## src/design/dma_mux_params.svh

```systemverilog
// Constants for the channel interrupt and request mapping block
`ifndef DMA_MUX_PARAMS_SVH
`define DMA_MUX_PARAMS_SVH

// ----------------------------------------------------------------------
// Sizes
// ----------------------------------------------------------------------
`define NUM_CH        7
`define NUM_SRC       16
`define MAP_W         4
`define ADR_MIN_W     8

// ----------------------------------------------------------------------
// Register byte offsets
// ----------------------------------------------------------------------
`define OFS_FLAG      8'h00
`define OFS_CLEAR     8'h04
`define OFS_CTRL0     8'h08
`define CTRL_STRIDE   8'h14
`define OFS_REMAP     8'hA0
`define OFS_SRC_EN    8'hA4
`define OFS_IRQ_STAT  8'hA8
`define OFS_IRQ_MASK  8'hAC

// ----------------------------------------------------------------------
// Field layouts and reset values
// ----------------------------------------------------------------------
`define CTRL_WMASK    32'h0000_703F
`define REMAP_WMASK   32'h0000_000F
`define WORD_ZERO     32'h0000_0000
`define SEL_WORD      4'hF
`define BIT_EN        0
`define BIT_FULL_IE   1
`define BIT_HALF_IE   2
`define BIT_ERR_IE    3
`define FLD_ANY       0
`define FLD_FULL      1
`define FLD_HALF      2
`define FLD_ERR       3
`define FLD_W         4

// ----------------------------------------------------------------------
// Source routing tables, one nibble per source, source 0 lowest
// ----------------------------------------------------------------------
`define SRC_DEF_CH    64'h2436_5432_1002_2210
`define SRC_ALT_CH    64'h2436_5432_1113_3431
`define SRC_RMP_BIT   64'h0000_0000_0332_2110

`endif

```

## src/design/dma_mux_pkg.sv

```systemverilog
// Shared types for the channel interrupt and request mapping block
`default_nettype none
`include "dma_mux_params.svh"
package dma_mux_pkg;
    typedef logic [31:0]          word_t;
    typedef logic [`NUM_CH-1:0]   chan_vec_t;
    typedef logic [`NUM_SRC-1:0]  src_vec_t;
endpackage : dma_mux_pkg
`default_nettype wire

```

## src/design/evt_if.sv

```systemverilog
// Event set, clear and flag signals between control and flag store
`timescale 1ns/1ps
`default_nettype none
`include "dma_mux_params.svh"
interface evt_if;
    logic [`NUM_CH-1:0] set_full;
    logic [`NUM_CH-1:0] set_half;
    logic [`NUM_CH-1:0] set_err;
    logic [`NUM_CH-1:0] clr_full;
    logic [`NUM_CH-1:0] clr_half;
    logic [`NUM_CH-1:0] clr_err;
    logic [`NUM_CH-1:0] full;
    logic [`NUM_CH-1:0] half;
    logic [`NUM_CH-1:0] err;

    modport ctrl (
        output set_full, set_half, set_err,
        output clr_full, clr_half, clr_err,
        input  full, half, err
    );
    modport store (
        input  set_full, set_half, set_err,
        input  clr_full, clr_half, clr_err,
        output full, half, err
    );
endinterface : evt_if
`default_nettype wire

```

## src/design/event_flag_store.sv

```systemverilog
// Sticky per-channel event flags
`timescale 1ns/1ps
`default_nettype none
`include "dma_mux_params.svh"
module event_flag_store
    import dma_mux_pkg::*;
(
    // Clock and reset
    input  wire logic clk_sys,
    input  wire logic rst,
    // Events and clears
    evt_if.store      port
);
    chan_vec_t full_r, full_nxt;
    chan_vec_t half_r, half_nxt;
    chan_vec_t err_r,  err_nxt;

    // Set beats clear so a same-cycle event is not lost
    always_comb begin
        full_nxt = (full_r & ~port.clr_full) | port.set_full;
        half_nxt = (half_r & ~port.clr_half) | port.set_half;
        err_nxt  = (err_r  & ~port.clr_err)  | port.set_err;
    end

    always_ff @(posedge clk_sys) begin
        if (rst) begin
            full_r <= '0;
            half_r <= '0;
            err_r  <= '0;
        end else begin
            full_r <= full_nxt;
            half_r <= half_nxt;
            err_r  <= err_nxt;
        end
    end

    assign port.full = full_r;
    assign port.half = half_r;
    assign port.err  = err_r;
endmodule : event_flag_store
`default_nettype wire

```

## src/design/request_router.sv

```systemverilog
// Maps peripheral request lines onto channels, honouring remap bits
`timescale 1ns/1ps
`default_nettype none
`include "dma_mux_params.svh"
module request_router
    import dma_mux_pkg::*;
#(
    parameter int NUM_SRC = `NUM_SRC
) (
    // Peripheral side
    input  wire logic [NUM_SRC-1:0] src_req,
    input  wire logic [NUM_SRC-1:0] src_en,
    // Remap settings
    input  wire logic [3:0]         remap,
    // Channel side
    output logic [`NUM_CH-1:0]      chan_req
);
    localparam logic [63:0] DEF_TBL = `SRC_DEF_CH;
    localparam logic [63:0] ALT_TBL = `SRC_ALT_CH;
    localparam logic [63:0] RMP_TBL = `SRC_RMP_BIT;

    // Routing tables are fixed for exactly this source count
    if (NUM_SRC != `NUM_SRC) begin : g_bad_src
        $error("request_router: NUM_SRC must match routing table");
    end

    function automatic logic [2:0] target(input int s,
                                          input logic [3:0] rm);
        logic [1:0] rb;
        rb = RMP_TBL[s*`MAP_W +: 2];
        if (rm[rb]) begin
            target = ALT_TBL[s*`MAP_W +: 3];
        end else begin
            target = DEF_TBL[s*`MAP_W +: 3];
        end
    endfunction : target

    // Only enabled sources feed the per-channel OR
    always_comb begin
        chan_req = '0;
        for (int s = 0; s < NUM_SRC; s++) begin
            if (src_req[s] && src_en[s]) begin
                chan_req[target(s, remap)] = 1'b1;
            end
        end
    end
endmodule : request_router
`default_nettype wire

```

## src/design/dma_channel_irq_request_mux.sv

```systemverilog
// Channel control, event flags, interrupts and request mapping top
`timescale 1ns/1ps
`default_nettype none
`include "dma_mux_params.svh"

module dma_channel_irq_request_mux
    import dma_mux_pkg::*;
#(
    parameter int ADR_W = `ADR_MIN_W
) (
    // Clock and reset
    input  wire logic             clk_sys,
    input  wire logic             rst,
    // Wishbone classic slave
    input  wire logic             wb_cyc,
    input  wire logic             wb_stb,
    input  wire logic             wb_we,
    input  wire logic [ADR_W-1:0] wb_adr,
    input  wire logic [3:0]       wb_sel,
    input  wire logic [31:0]      wb_dat_w,
    output logic      [31:0]      wb_dat_r,
    output logic                  wb_ack,
    // Transfer events from the channel engine
    input  wire logic [6:0]       evt_full_done,
    input  wire logic [6:0]       evt_half_done,
    input  wire logic [6:0]       evt_xfer_error,
    // Peripheral request lines
    input  wire logic [15:0]      src_req,
    // Channel side
    output logic      [6:0]       channel_enable,
    output logic      [6:0]       chan_req,
    output logic      [6:0]       chan_irq,
    // Summary interrupt
    output logic                  irq
);

    // ------------------------------------------------------------------
    // Elaboration checks
    // ------------------------------------------------------------------
    if (ADR_W < `ADR_MIN_W) begin : g_bad_adr
        $error("dma_channel_irq_request_mux: ADR_W too small");
    end

    if (`NUM_CH * `FLD_W > $bits(word_t)) begin : g_bad_flags
        $error("dma_channel_irq_request_mux: flag word too narrow");
    end

    // ------------------------------------------------------------------
    // State
    // ------------------------------------------------------------------
    word_t     ctrl_r [`NUM_CH];
    word_t     ctrl_nxt [`NUM_CH];
    logic [3:0] remap_r, remap_nxt;
    src_vec_t  src_en_r, src_en_nxt;
    chan_vec_t stat_r, stat_nxt;
    chan_vec_t mask_r, mask_nxt;
    chan_vec_t req_r, req_nxt;
    chan_vec_t cirq_r, cirq_nxt;
    logic      irq_r, irq_nxt;
    logic      ack_r, ack_nxt;
    word_t     rdata_r, rdata_nxt;

    chan_vec_t routed;
    chan_vec_t en_vec;
    word_t     flag_word;
    logic [7:0] adr;
    logic      req;
    logic      take;
    logic      done;
    logic      wr;
    logic      rd_stat;

    evt_if ev ();

    // ------------------------------------------------------------------
    // Helpers
    // ------------------------------------------------------------------
    function automatic logic [7:0] ctrl_ofs(input int ch);
        ctrl_ofs = 8'(`OFS_CTRL0 + `CTRL_STRIDE * ch);
    endfunction : ctrl_ofs

    function automatic logic is_ctrl(input logic [7:0] a,
                                     input int ch);
        is_ctrl = (a == ctrl_ofs(ch));
    endfunction : is_ctrl

    // Bit of one field of one channel in the flag and clear words
    function automatic int fbit(input int ch, input int fld);
        fbit = ch * `FLD_W + fld;
    endfunction : fbit

    // ------------------------------------------------------------------
    // Submodules
    // ------------------------------------------------------------------
    event_flag_store u_flags (
        .clk_sys (clk_sys),
        .rst     (rst),
        .port    (ev.store)
    );

    request_router #(
        .NUM_SRC (`NUM_SRC)
    ) u_router (
        .src_req  (src_req),
        .src_en   (src_en_r),
        .remap    (remap_r),
        .chan_req (routed)
    );

    // ------------------------------------------------------------------
    // Bus decode
    // ------------------------------------------------------------------
    // Write lands on the edge the master sees ack, not earlier
    always_comb begin
        adr     = wb_adr[7:0];
        req     = wb_cyc && wb_stb;
        take    = req && !ack_r;
        done    = req && ack_r;
        wr      = done && wb_we && (wb_sel == `SEL_WORD);
        rd_stat = done && !wb_we && (adr == `OFS_IRQ_STAT);
    end

    // ------------------------------------------------------------------
    // Flag word and event hookup
    // ------------------------------------------------------------------
    always_comb begin
        flag_word = `WORD_ZERO;
        for (int c = 0; c < `NUM_CH; c++) begin
            flag_word[fbit(c, `FLD_FULL)] = ev.full[c];
            flag_word[fbit(c, `FLD_HALF)] = ev.half[c];
            flag_word[fbit(c, `FLD_ERR)]  = ev.err[c];
            flag_word[fbit(c, `FLD_ANY)]  =
                ev.full[c] | ev.half[c] | ev.err[c];
        end
    end

    always_comb begin
        ev.set_full = evt_full_done;
        ev.set_half = evt_half_done;
        ev.set_err  = evt_xfer_error;
        ev.clr_full = '0;
        ev.clr_half = '0;
        ev.clr_err  = '0;
        if (wr && adr == `OFS_CLEAR) begin
            for (int c = 0; c < `NUM_CH; c++) begin
                // Any-event clear wipes all three; zero bits do nothing
                ev.clr_full[c] = wb_dat_w[fbit(c, `FLD_FULL)] |
                                 wb_dat_w[fbit(c, `FLD_ANY)];
                ev.clr_half[c] = wb_dat_w[fbit(c, `FLD_HALF)] |
                                 wb_dat_w[fbit(c, `FLD_ANY)];
                ev.clr_err[c]  = wb_dat_w[fbit(c, `FLD_ERR)] |
                                 wb_dat_w[fbit(c, `FLD_ANY)];
            end
        end
    end

    // ------------------------------------------------------------------
    // Register writes
    // ------------------------------------------------------------------
    always_comb begin
        remap_nxt  = remap_r;
        src_en_nxt = src_en_r;
        mask_nxt   = mask_r;
        for (int c = 0; c < `NUM_CH; c++) begin
            ctrl_nxt[c] = ctrl_r[c];
            // Settings may be written in any order; enable is one bit
            if (wr && is_ctrl(adr, c)) begin
                ctrl_nxt[c] = wb_dat_w & `CTRL_WMASK;
            end
        end
        if (wr && adr == `OFS_REMAP) begin
            remap_nxt = 4'(wb_dat_w & `REMAP_WMASK);
        end
        if (wr && adr == `OFS_SRC_EN) begin
            src_en_nxt = wb_dat_w[`NUM_SRC-1:0];
        end
        if (wr && adr == `OFS_IRQ_MASK) begin
            mask_nxt = wb_dat_w[`NUM_CH-1:0];
        end
    end

    // ------------------------------------------------------------------
    // Read data and acknowledge
    // ------------------------------------------------------------------
    // Unmapped addresses still ack, reading zero, so no bus hang
    always_comb begin
        ack_nxt   = take;
        rdata_nxt = rdata_r;
        if (take) begin
            rdata_nxt = `WORD_ZERO;
            for (int c = 0; c < `NUM_CH; c++) begin
                if (is_ctrl(adr, c)) begin
                    rdata_nxt = ctrl_r[c];
                end
            end
            unique case (adr)
                `OFS_FLAG:     rdata_nxt = flag_word;
                `OFS_REMAP:    rdata_nxt[3:0] = remap_r;
                `OFS_SRC_EN:   rdata_nxt[`NUM_SRC-1:0] = src_en_r;
                `OFS_IRQ_STAT: rdata_nxt[`NUM_CH-1:0] = stat_r;
                `OFS_IRQ_MASK: rdata_nxt[`NUM_CH-1:0] = mask_r;
                default:       rdata_nxt = rdata_nxt;
            endcase
        end
    end

    // ------------------------------------------------------------------
    // Interrupts and requests
    // ------------------------------------------------------------------
    always_comb begin
        for (int c = 0; c < `NUM_CH; c++) begin
            en_vec[c]   = ctrl_r[c][`BIT_EN];
            cirq_nxt[c] =
                (ev.full[c] & ctrl_r[c][`BIT_FULL_IE]) |
                (ev.half[c] & ctrl_r[c][`BIT_HALF_IE]) |
                (ev.err[c]  & ctrl_r[c][`BIT_ERR_IE]);
        end
        // Read clears only what it reported: an event at the capture
        // edge stays pending, and a new event still wins
        stat_nxt = (rd_stat ? stat_r & ~rdata_r[`NUM_CH-1:0] : stat_r) |
                   evt_full_done | evt_half_done | evt_xfer_error;
        irq_nxt  = |(stat_nxt & mask_nxt);
        // Disabled channel ignores its line entirely
        req_nxt  = routed & en_vec;
    end

    // ------------------------------------------------------------------
    // Registers
    // ------------------------------------------------------------------
    // Software-visible settings
    always_ff @(posedge clk_sys) begin
        if (rst) begin
            for (int c = 0; c < `NUM_CH; c++) begin
                ctrl_r[c] <= `WORD_ZERO;
            end
            remap_r  <= '0;
            src_en_r <= '0;
            mask_r   <= '0;
        end else begin
            for (int c = 0; c < `NUM_CH; c++) begin
                ctrl_r[c] <= ctrl_nxt[c];
            end
            remap_r  <= remap_nxt;
            src_en_r <= src_en_nxt;
            mask_r   <= mask_nxt;
        end
    end

    // Interrupt and request state
    always_ff @(posedge clk_sys) begin
        if (rst) begin
            stat_r   <= '0;
            req_r    <= '0;
            cirq_r   <= '0;
            irq_r    <= 1'b0;
        end else begin
            stat_r   <= stat_nxt;
            req_r    <= req_nxt;
            cirq_r   <= cirq_nxt;
            irq_r    <= irq_nxt;
        end
    end

    // Bus answer state
    always_ff @(posedge clk_sys) begin
        if (rst) begin
            ack_r    <= 1'b0;
            rdata_r  <= `WORD_ZERO;
        end else begin
            ack_r    <= ack_nxt;
            rdata_r  <= rdata_nxt;
        end
    end

    // ------------------------------------------------------------------
    // Outputs
    // ------------------------------------------------------------------
    assign wb_ack   = ack_r;
    assign wb_dat_r = rdata_r;
    assign chan_req = req_r;
    assign chan_irq = cirq_r;
    assign irq      = irq_r;

    always_comb begin
        for (int c = 0; c < `NUM_CH; c++) begin
            channel_enable[c] = ctrl_r[c][`BIT_EN];
        end
    end

endmodule : dma_channel_irq_request_mux
`default_nettype wire

```

## config.mk

```make
export PLATFORM = sky130hd
export DESIGN_NAME = dma_channel_irq_request_mux
export DESIGN_NICKNAME = d
export VERILOG_FILES = /design/src/design/dma_mux_pkg.sv /design/src/design/evt_if.sv /design/src/design/event_flag_store.sv /design/src/design/request_router.sv /design/src/design/dma_channel_irq_request_mux.sv
export VERILOG_INCLUDE_DIRS = /design/src /design/src/design
export SDC_FILE = /design/constraint.sdc
export NUM_CORES = 1
export LEC_CHECK = 0
export BUFFER_PORTS_ARGS = -buffer_cell sky130_fd_sc_hd__buf_2
export CAP_MARGIN = 25
export CORE_MARGIN = 8
export CORE_UTILIZATION = 35
export DETAILED_ROUTE_END_ITERATION = 8
export SYNTH_ARGS = -nofsm -noshare
export SYNTH_HDL_FRONTEND = slang
export SYNTH_SLANG_ARGS = --single-unit
```

## constraint.sdc

```tcl
create_clock -name clk_sys -period 4.6 [get_ports clk_sys]
set_clock_uncertainty 0.1 [all_clocks]
set_input_delay 0.23 -clock clk_sys [delete_from_list [all_inputs] [get_ports clk_sys]]
set_output_delay 0.23 -clock clk_sys [all_outputs]
set_load 0.01 [all_outputs]
```

# Word-level counts from Yosys, hierarchy flattened
# Memory sizes are Yosys's and may differ from the RTL's.
# Cells that the tools add are included.
# Widths: inputs -> output; s select.
[word_totals]
input_bits = 86
elab_cells = 322
ff_bits = 103
output_inout_bits = 55
n_memories = 1
ram_bits = 224
[mem_list]
columns = ["memory", "words", "width", "rd", "rd_ports_with_merged_regs", "wr", "line", "text"]
rows = [
  ["ctrl_r", 7, 32, 7, 0, 7, "dma_channel_irq_request_mux.sv:51", "word_t ctrl_r [`NUM_CH];"],
]
[op_classes]
eq_ne = 13
reduce_logical = 54
order_cmp = 32
mux = 102
bitwise_logic = 108
[ops]
columns = ["operator", "n"]
rows = [
  ["$mux 32", 21],
  ["$mux 7", 21],
  ["$or 7x7->7", 21],
  ["$lt 3x4->1 const B", 16],
  ["$or 1x1->1", 56],
  ["$mux 3", 17],
  ["$logic_and 1x1->1", 50],
  ["$demux 1 s3", 16],
  ["$ge 3x1->1 const B", 16],
  ["$and 7x7->7", 6],
  ["$eq 8x8->1 const B", 5],
  ["$not 7->7", 4],
  ["$eq 8x7->1 const B", 3],
  ["$mux 1", 22],
  ["$and 1x1->1", 21],
  ["$pmux 4 s5", 1],
  ["$pmux 9 s2", 1],
  ["$mux 16", 1],
  ["$pmux 3 s4", 1],
  ["$eq 8x3->1 const B", 1],
  ["$eq 8x4->1 const B", 1],
  ["$eq 8x5->1 const B", 1],
  ["$eq 8x6->1 const B", 1],
  ["$logic_not 8->1", 1],
  ["other kinds (4)", 5],
]

# Depth between registers and ports, before layout
# Gate-level depths: netlist of the first run.
[depth]
ltp_word = 38
ltp_mapped = 9
ltp_nobuf = 6

# Cells and area by module
# From an unflattened synthesis of the first run, not the netlist that was laid out.
[hier_totals]
hier_cells = 880
area_unflattened_um2 = 7253.2
[by_module_without_submodules]
columns = ["mod", "area_each_um2", "seq_area_each_um2", "instances", "cells_per_inst"]
rows = [
  ["dma_channel_irq_request_mux", 6281.0, 2822.7, 1, 774],
  ["event_flag_store", 833.3, 420.4, 1, 86],
  ["request_router", 138.9, 0.0, 1, 20],
]

# Least setup slack after synthesis of the first run
# No wires, ideal clock.
[synth_timing]
path_type = "register -> register"
from = "reg ack_r, in the netlist wb_ack"
to = "mem ctrl_r[4][12] in the netlist's numbering"
setup_ns = 0.128
synth_period_minus_slack_ns = 2.275
stages_incl_launch_ff = 8
t_required_ns = 4.372
arrival_time_ns = 2.047
path_slack_ns = 2.325
n_path_buf = 2
cell_sequence = "dfxtp_1 > nand3_1 > or3_1 > clkbuf_1 > clkbuf_1 > nor2_1 > mux2i_1 > nor2_1"
[synth_lines]
columns = ["element", "line", "text"]
rows = [
  ["start, declared", "dma_channel_irq_request_mux.sv:60", "logic ack_r, ack_nxt;"],
  ["start signal, assigned", "dma_channel_irq_request_mux.sv:270", "ack_r <= ack_nxt;"],
  ["end, declared", "dma_channel_irq_request_mux.sv:51", ""],
]

# Worst setup path after layout of the first run
[layout_timing]
from = "reg ack_r, in the netlist wb_ack"
to = "reg src_en_r[4]"
[layout_via]
elab_chain_cells = 4
[layout_rtl]
columns = ["element", "line", "text"]
rows = [
  ["$logic_and 1x1->1", "dma_channel_irq_request_mux.sv:118", "done = req && ack_r;"],
  ["$logic_and 1x1->1 (2 in series)", "dma_channel_irq_request_mux.sv:119", "wr = done && wb_we && (wb_sel == `SEL_WORD);"],
  ["$logic_and 1x1->1 (no line)", "-", ""],
  ["end signal, assigned", "dma_channel_irq_request_mux.sv:244", "src_en_r <= src_en_nxt;"],
  ["end, declared", "dma_channel_irq_request_mux.sv:54", "src_vec_t src_en_r, src_en_nxt;"],
]
# Every way passes these cells.
# A chain may end at the register's enable or synchronous reset.

==> results.md, run 1 <==
- Final HPWL DP: 18.2 mm
- Layout cell share with drive strength beyond 1: 21.4%
- Synth cell count leaders: dfxtp_1 (162), nor2_1 (138), nand2_1 (76)
- Num CTS Buffers: 17
- Worst-path clk slew: ~0.06 ns
- Routed wire length: between 20 and 30 mm
- Grt ovf: 0
- Critical Path AT: 3.13 ns
- Power per cell area: 354 nW/um^2
- Worst hold-check path type: input pin to flip-flop
- Final GP Congestion: 0.918
- Worst-margin pin slew: 1.01 ns
- H-tree depth: 4
- Mapped Area: 7040 sq um
- Clock root cell: clkbuf_16
- Crit path kind: flip-flop to flip-flop
- Clk sink count: 162
- Post-DP Area: 7860 sq um
- Largest net degree at the start of global routing: 77
- Die Height: 158 microns
- DR vias: 6,604
- Final worst-path cycle share: 62.7%
- Setup Viol. Count Final: 0
- Area delta synth->final: 24.4%
- Slowest cell on crit path: nor3_2
- Vias in the first global route: 6,380
- Yosys top cell area share: 46.1%
- Port Buffers: 132
- CP Launch Type: flip-flop
- CTS tree: yes
- Final WS setup: 1.71 ns
- Die area: 24,900 sq um
- Min Tclk post-route: 2.89 ns
- VDD IR max: 0.000201 V
- Layout Nets: 1,010
- Worst EP required: about 4.9 ns
- Ys Warns: 0
- Max-Cap Viols: 0
- Top-count cell post-synth: dfxtp_1
- Worst slack at placement: around 1.5 ns
- Rel. slew slack: 32.2%
- Maximum clock insertion buffer count: 2
- Worst skew pair latency: 0.43 ns
- Final Instance Area: 8750 sq um
- Max Slew Vio Count: 0
- EDFF count, synth: 0
- FP Rows: 52
- Yosys top cell by area: dfxtp_1
- Initial antenna violation count: 0
- Fin. Hold Viols: 0
- Yosys reg bits: 162
- Core area: roughly 20,000 sq um
- Starting Density: 35.2%
- Wirelength per Cell: 21.2 microns
- Biggest register: ctrl_r
- Top cells by area, synth: dfxtp_1 (46%), mux2i_1 (9.7%), nor2_1 (7.4%)
- First-pass GRT wire length: 38.0 mm
- Post-CTS Setup Inserts: 0
- Mean area per synthesized cell: 8.84 sq um
- Post-DRT Antenna Nets: 0
- Crit end category: flip-flop
- Via density per instance: 5.48
- Fmax: 347 MHz
- DR iter-0 viols: 769
- Die W: between 150 and 200 microns
- DRC Markers: 0
- Max reg flops: 63
- Final Total Pwr: 3.10 mW
- CP max stage delay: roughly 0.76 ns
- ANT cells: 0
- Status: completed
- Leakage power: 3.26 nW
- Critical Path Fanout Max: 16
- Worst path cell trace: nand3_1, or3_1, nor3_2, buf_4, nand2_1, a21oi_1
- Router iterations before antenna repair: 6
- Setup TNS: 0 ns
- Seq/Total Area, Yosys: a little under half
- Synth unique cells: 59
- Total track usage: 20.1%
- Ys flop type: dfxtp_1
- Top Ports: 141
- Unrepaired setup endpoints after global routing: false
- FFs w/ async S/R, synth: 0%
- Syn Inst Count: 796
-- per-stage QoR --
step,hold WS [ns],instances,utilization [%]
2_1_floorplan,0.247,799,-
3_3_place_gp,0.337,1142,39.2
3_5_place_dp,0.343,1144,39.3
4_1_cts,0.00700,1205,43.8
5_1_grt,0.0260,1205,43.8
6_report,0.0222,1205,43.8
-- final timing paths --
path | end | cells past startpoint | slack (ns) | start
setup reg to reg | src_en_r[4] | 6 | 1.71 | wb_ack
hold reg to reg | wb_dat_r[18] | 2 | 0.35 | wb_dat_r[18]
hold / removal | chan_req[3] | 3 | 0.02 | src_req[1]
setup / recovery | src_en_r[4] | 6 | 1.71 | wb_ack
-- worst max-delay path: cells and delay by family (launching register included) --
family,cells,cell delay (ns)
AO/OA/AOI/OAI,1,0.15
AND/OR/NAND/NOR,4,1.86
buffers and inverters,1,0.31
flip-flops,1,0.37
-- report_power, final --
part           internal (mW)  leakage (nW)  switching, mW
combinational         0.0866          1.66          0.133
sequential              1.43          1.32         0.0270
clock                  0.851         0.284          0.575
-- cell usage in the layout (no fill, tap or decap), types with 4 or more instances in the layout --
cell / n
buf_4: 15
nand3_1: 14
a21oi_1: 75
nand2b_1: 5
mux2_2: 6
o21ai_0: 38
buf_2: 131
clkbuf_16: 17
dfxtp_1: 162
a22oi_1: 4
a222oi_1: 14
nor3_1: 7
o22ai_1: 5
a221o_1: 5
nor2b_1: 8
nor2_1: 136
nand2_1: 76
conb_1: 4
a311oi_1: 6
dlygate4sd3_1: 31
a22o_1: 7
mux2i_1: 68
a211oi_1: 5
a221oi_1: 19
clkbuf_8: 4
or3_1: 4
-- area by class of cell --
class                      instances  area, sq um
clock buffer                      22          484
sequential                       162         3240
clock inverter                     8          103
multi-input combinational        562         3480
fill                            2000        11200
inverter                           3         11.3
tap                              270          338
timing repair buffer             178         1090
-- routing by layer --
metal,share of wire [%],global-route usage [%],up-vias
li1,-,-,3112
met1,44,26.5,3183
met2,46,31.4,272
met3,7.8,4.45,37
met4,2.2,7.93,0
met5,0,0,-
-- cell families (layout without fill, tap and decap cells) --
| logic type | Yosys count | in the layout | share of synthesized area [%] |
|---|---|---|---|
| other cells | 1 | 4 | 0.0533 |
| flops | 162 | 162 | 46.1 |
| mux | 75 | 75 | 11.0 |
| compound gates | 200 | 200 | 19.2 |
| buf+inv | 75 | 211 | 4.84 |
| simple gates | 283 | 283 | 18.9 |
-- timing repair --
action                                 in CTS  in global routing
hold buffers                               31                  0
gates resized for setup                     0                  0
endpoints found under the hold margin      36                  0
setup endpoints to repair                   0                  0
(Power assumes the default switching activity.)
==> run 2, diff against run 1 <==
Clock period 4.6 ns to 2.95 ns, I/O delays scaled along.
==> run 2 against run 1 <==
Flip-flop and latch count unchanged. First-iteration DRC count decreased by 16%. Largest power group is now clock. Count of clock-buffer cells in the layout is 4 lower. Power rose by 64%. Sequential share of layout area fell by 1.7 points. Core utilization grew 2.1 points. Cell count rose by 3.5%. Critical path depth rose by 1. Combinational power increased by 68%.
==> results.md, run 2 (same netlist as run 1, synthesis figures left out) <==
- Post-DRT Antenna Nets: 0
- DR vias: 6,805
- Post-CTS Setup Inserts: 0
- Biggest register: ctrl_r
- Reg2reg setup slack: 0.37 ns
- Critical Path Sink: u_flags.port.half[5]
- Fin. Hold Viols: 0
- VDD IR max: 0.000313 V
- Port Buffers: 132
- First-pass GRT wire length: 39.5 mm
- Total track usage: 21.1%
- CP max stage delay: 0.69 ns
- Util after Layout: 45.9%
- Max Slew Vio Count: 0
- Post-CTS sizing: 0
- Final HPWL DP: around 19 mm
- Max-Cap Viols: 0
- Final non-filler cell total: 1,247
- Worst slack at placement: between 0.4 and 0.5 ns
- Starting Density: 35.2%
- Reg-to-Reg Start: wb_ack
- Grt ovf: 0
- Critical Path Start: wb_ack
- Rel. slew slack: between 30% and 40%
- Die W: about 160 microns
- Leakage power: 3.48 nW
- Top Ports: between 100 and 150
- Crit path kind: flip-flop to flip-flop
- Unrepaired setup endpoints after global routing: false
- Largest net degree at the start of global routing: between 80 and 90
- Area delta synth->final: 30.4%
- Die area: roughly 25,000 sq um
- Layout cell share with drive strength beyond 1: 22.9%
- ANT cells: 0
- Vias in the first global route: 6,655
- Hold Path Depth: 4
- Setup Viol. Count Final: 0
- WHS: about 0.0010 ns
- R2R Path End: u_flags.port.half[5]
- DRC Markers: 0
- DP Cell Count: approximately 1,200
- Wirelength per Cell: roughly 21 microns
- Maximum clock insertion buffer count: 2
- Routed wire length: ~26 mm
- Status: completed
- Max reg flops: 63
- Fmax: 388 MHz
- Initial antenna violation count: 1
- Worst skew pair latency: 0.44 ns
- CP Launch Type: flip-flop
- Crit end category: flip-flop
- Core area: ~20,000 sq um
- Sum of buffers and inverters on the critical path: 1
- Num CTS Buffers: 17
- FILL cells: 1,973
- H-tree depth: 4
- Critical Path AT: 2.77 ns
- DR iter-0 viols: 643
- Router iterations before antenna repair: 7
- Power per cell area: 555 nW/um^2
- Top delay family on crit path: simple AND/OR/NAND/NOR gates
- Die Height: 158 microns
- Commonest non-fill, non-tap cells in the layout: dfxtp_1 (162), nor2_1 (136), buf_2 (131)
- FP Rows: 52
- Clk sink count: 162
- Most common cell after layout, fill and taps aside: dfxtp_1
- Worst EP required: roughly 3.1 ns
- Worst path cell trace: nand3_1, or3_1, nor3_2, buf_4, o21ai_0, a21oi_1, nor2_1
- Final Instance Area: 9180 sq um
- Layout Nets: ~1,100
- Slowest cell on crit path: or3_1
- CTS tree: yes
- Post-DP Area: about 8000 sq um
- Crit path depth: 7
- Final Total Pwr: around 5 mW
- Min Tclk post-route: around 2.6 ns
- Worst-path clk slew: 0.07 ns
- Critical Path Fanout Max: 21
- Worst Reg-to-Reg Cells: 7
- Final worst-path cycle share: between 80% and 90%
- Final GP Congestion: 0.905
- Worst-margin pin slew: around 0.95 ns
- Setup TNS: 0 ns
- Worst hold-check path type: input pin to flip-flop
- Final WS setup: 0.374 ns
- Clock root cell: clkbuf_16
- Via density per instance: 5.46
run 2: layer usage:
metal,wire length (microns),share of wire (%),GRT usage (%),vias up
met2,11900,46,33.3,308
li1,-,-,-,3192
met5,0,0,0,-
met1,11200,43,27.5,3261
met4,758,2.9,9.61,0
met3,2220,8.5,4.01,44
run 2: worst min path at each step:
stage                                  from                   end  slack (ns)
after floorplan           evt_xfer_error[0]   u_flags.port.err[0]        0.16
after global placement     evt_full_done[4]  u_flags.port.full[4]        0.27
after detailed placement  evt_xfer_error[4]   u_flags.port.err[4]        0.28
after CTS                      wb_dat_w[23]   u_flags.port.err[5]      0.0008
after global routing            wb_dat_w[2]           src_en_r[2]        0.04
final                          wb_dat_w[23]   u_flags.port.err[5]       0.001
run 2: where the power goes:
group	switching (mW)	leakage [nW]	internal (mW)
Sequential	0.0420	1.32	2.23
Combinational	0.212	1.85	0.155
Clock	0.985	0.319	1.47
run 2: worst min-delay path, delay by kind of cell:
kind | cells | cell delay [ns]
AND/OR/NAND/NOR | 1 | 0.05
buffers and inverters | 1 | 0.08
AO/OA/AOI/OAI | 2 | 0.23
run 2: timing repair:
item / 4_1_cts / 5_1_grt
endpoints found under the hold margin: 49 / 0
setup endpoints to repair: 0 / 0
hold buffers: 50 / 0
run 2: cell type report:
class	instances	area, sq um	share of cell area, %
multi-input combinational	562	3480	37.9
sequential	162	3240	35.3
timing repair buffer	218	1450	15.8
clock buffer	18	439	4.79
tap	270	338	3.68
clock inverter	14	219	2.39
inverter	3	11.3	0.123
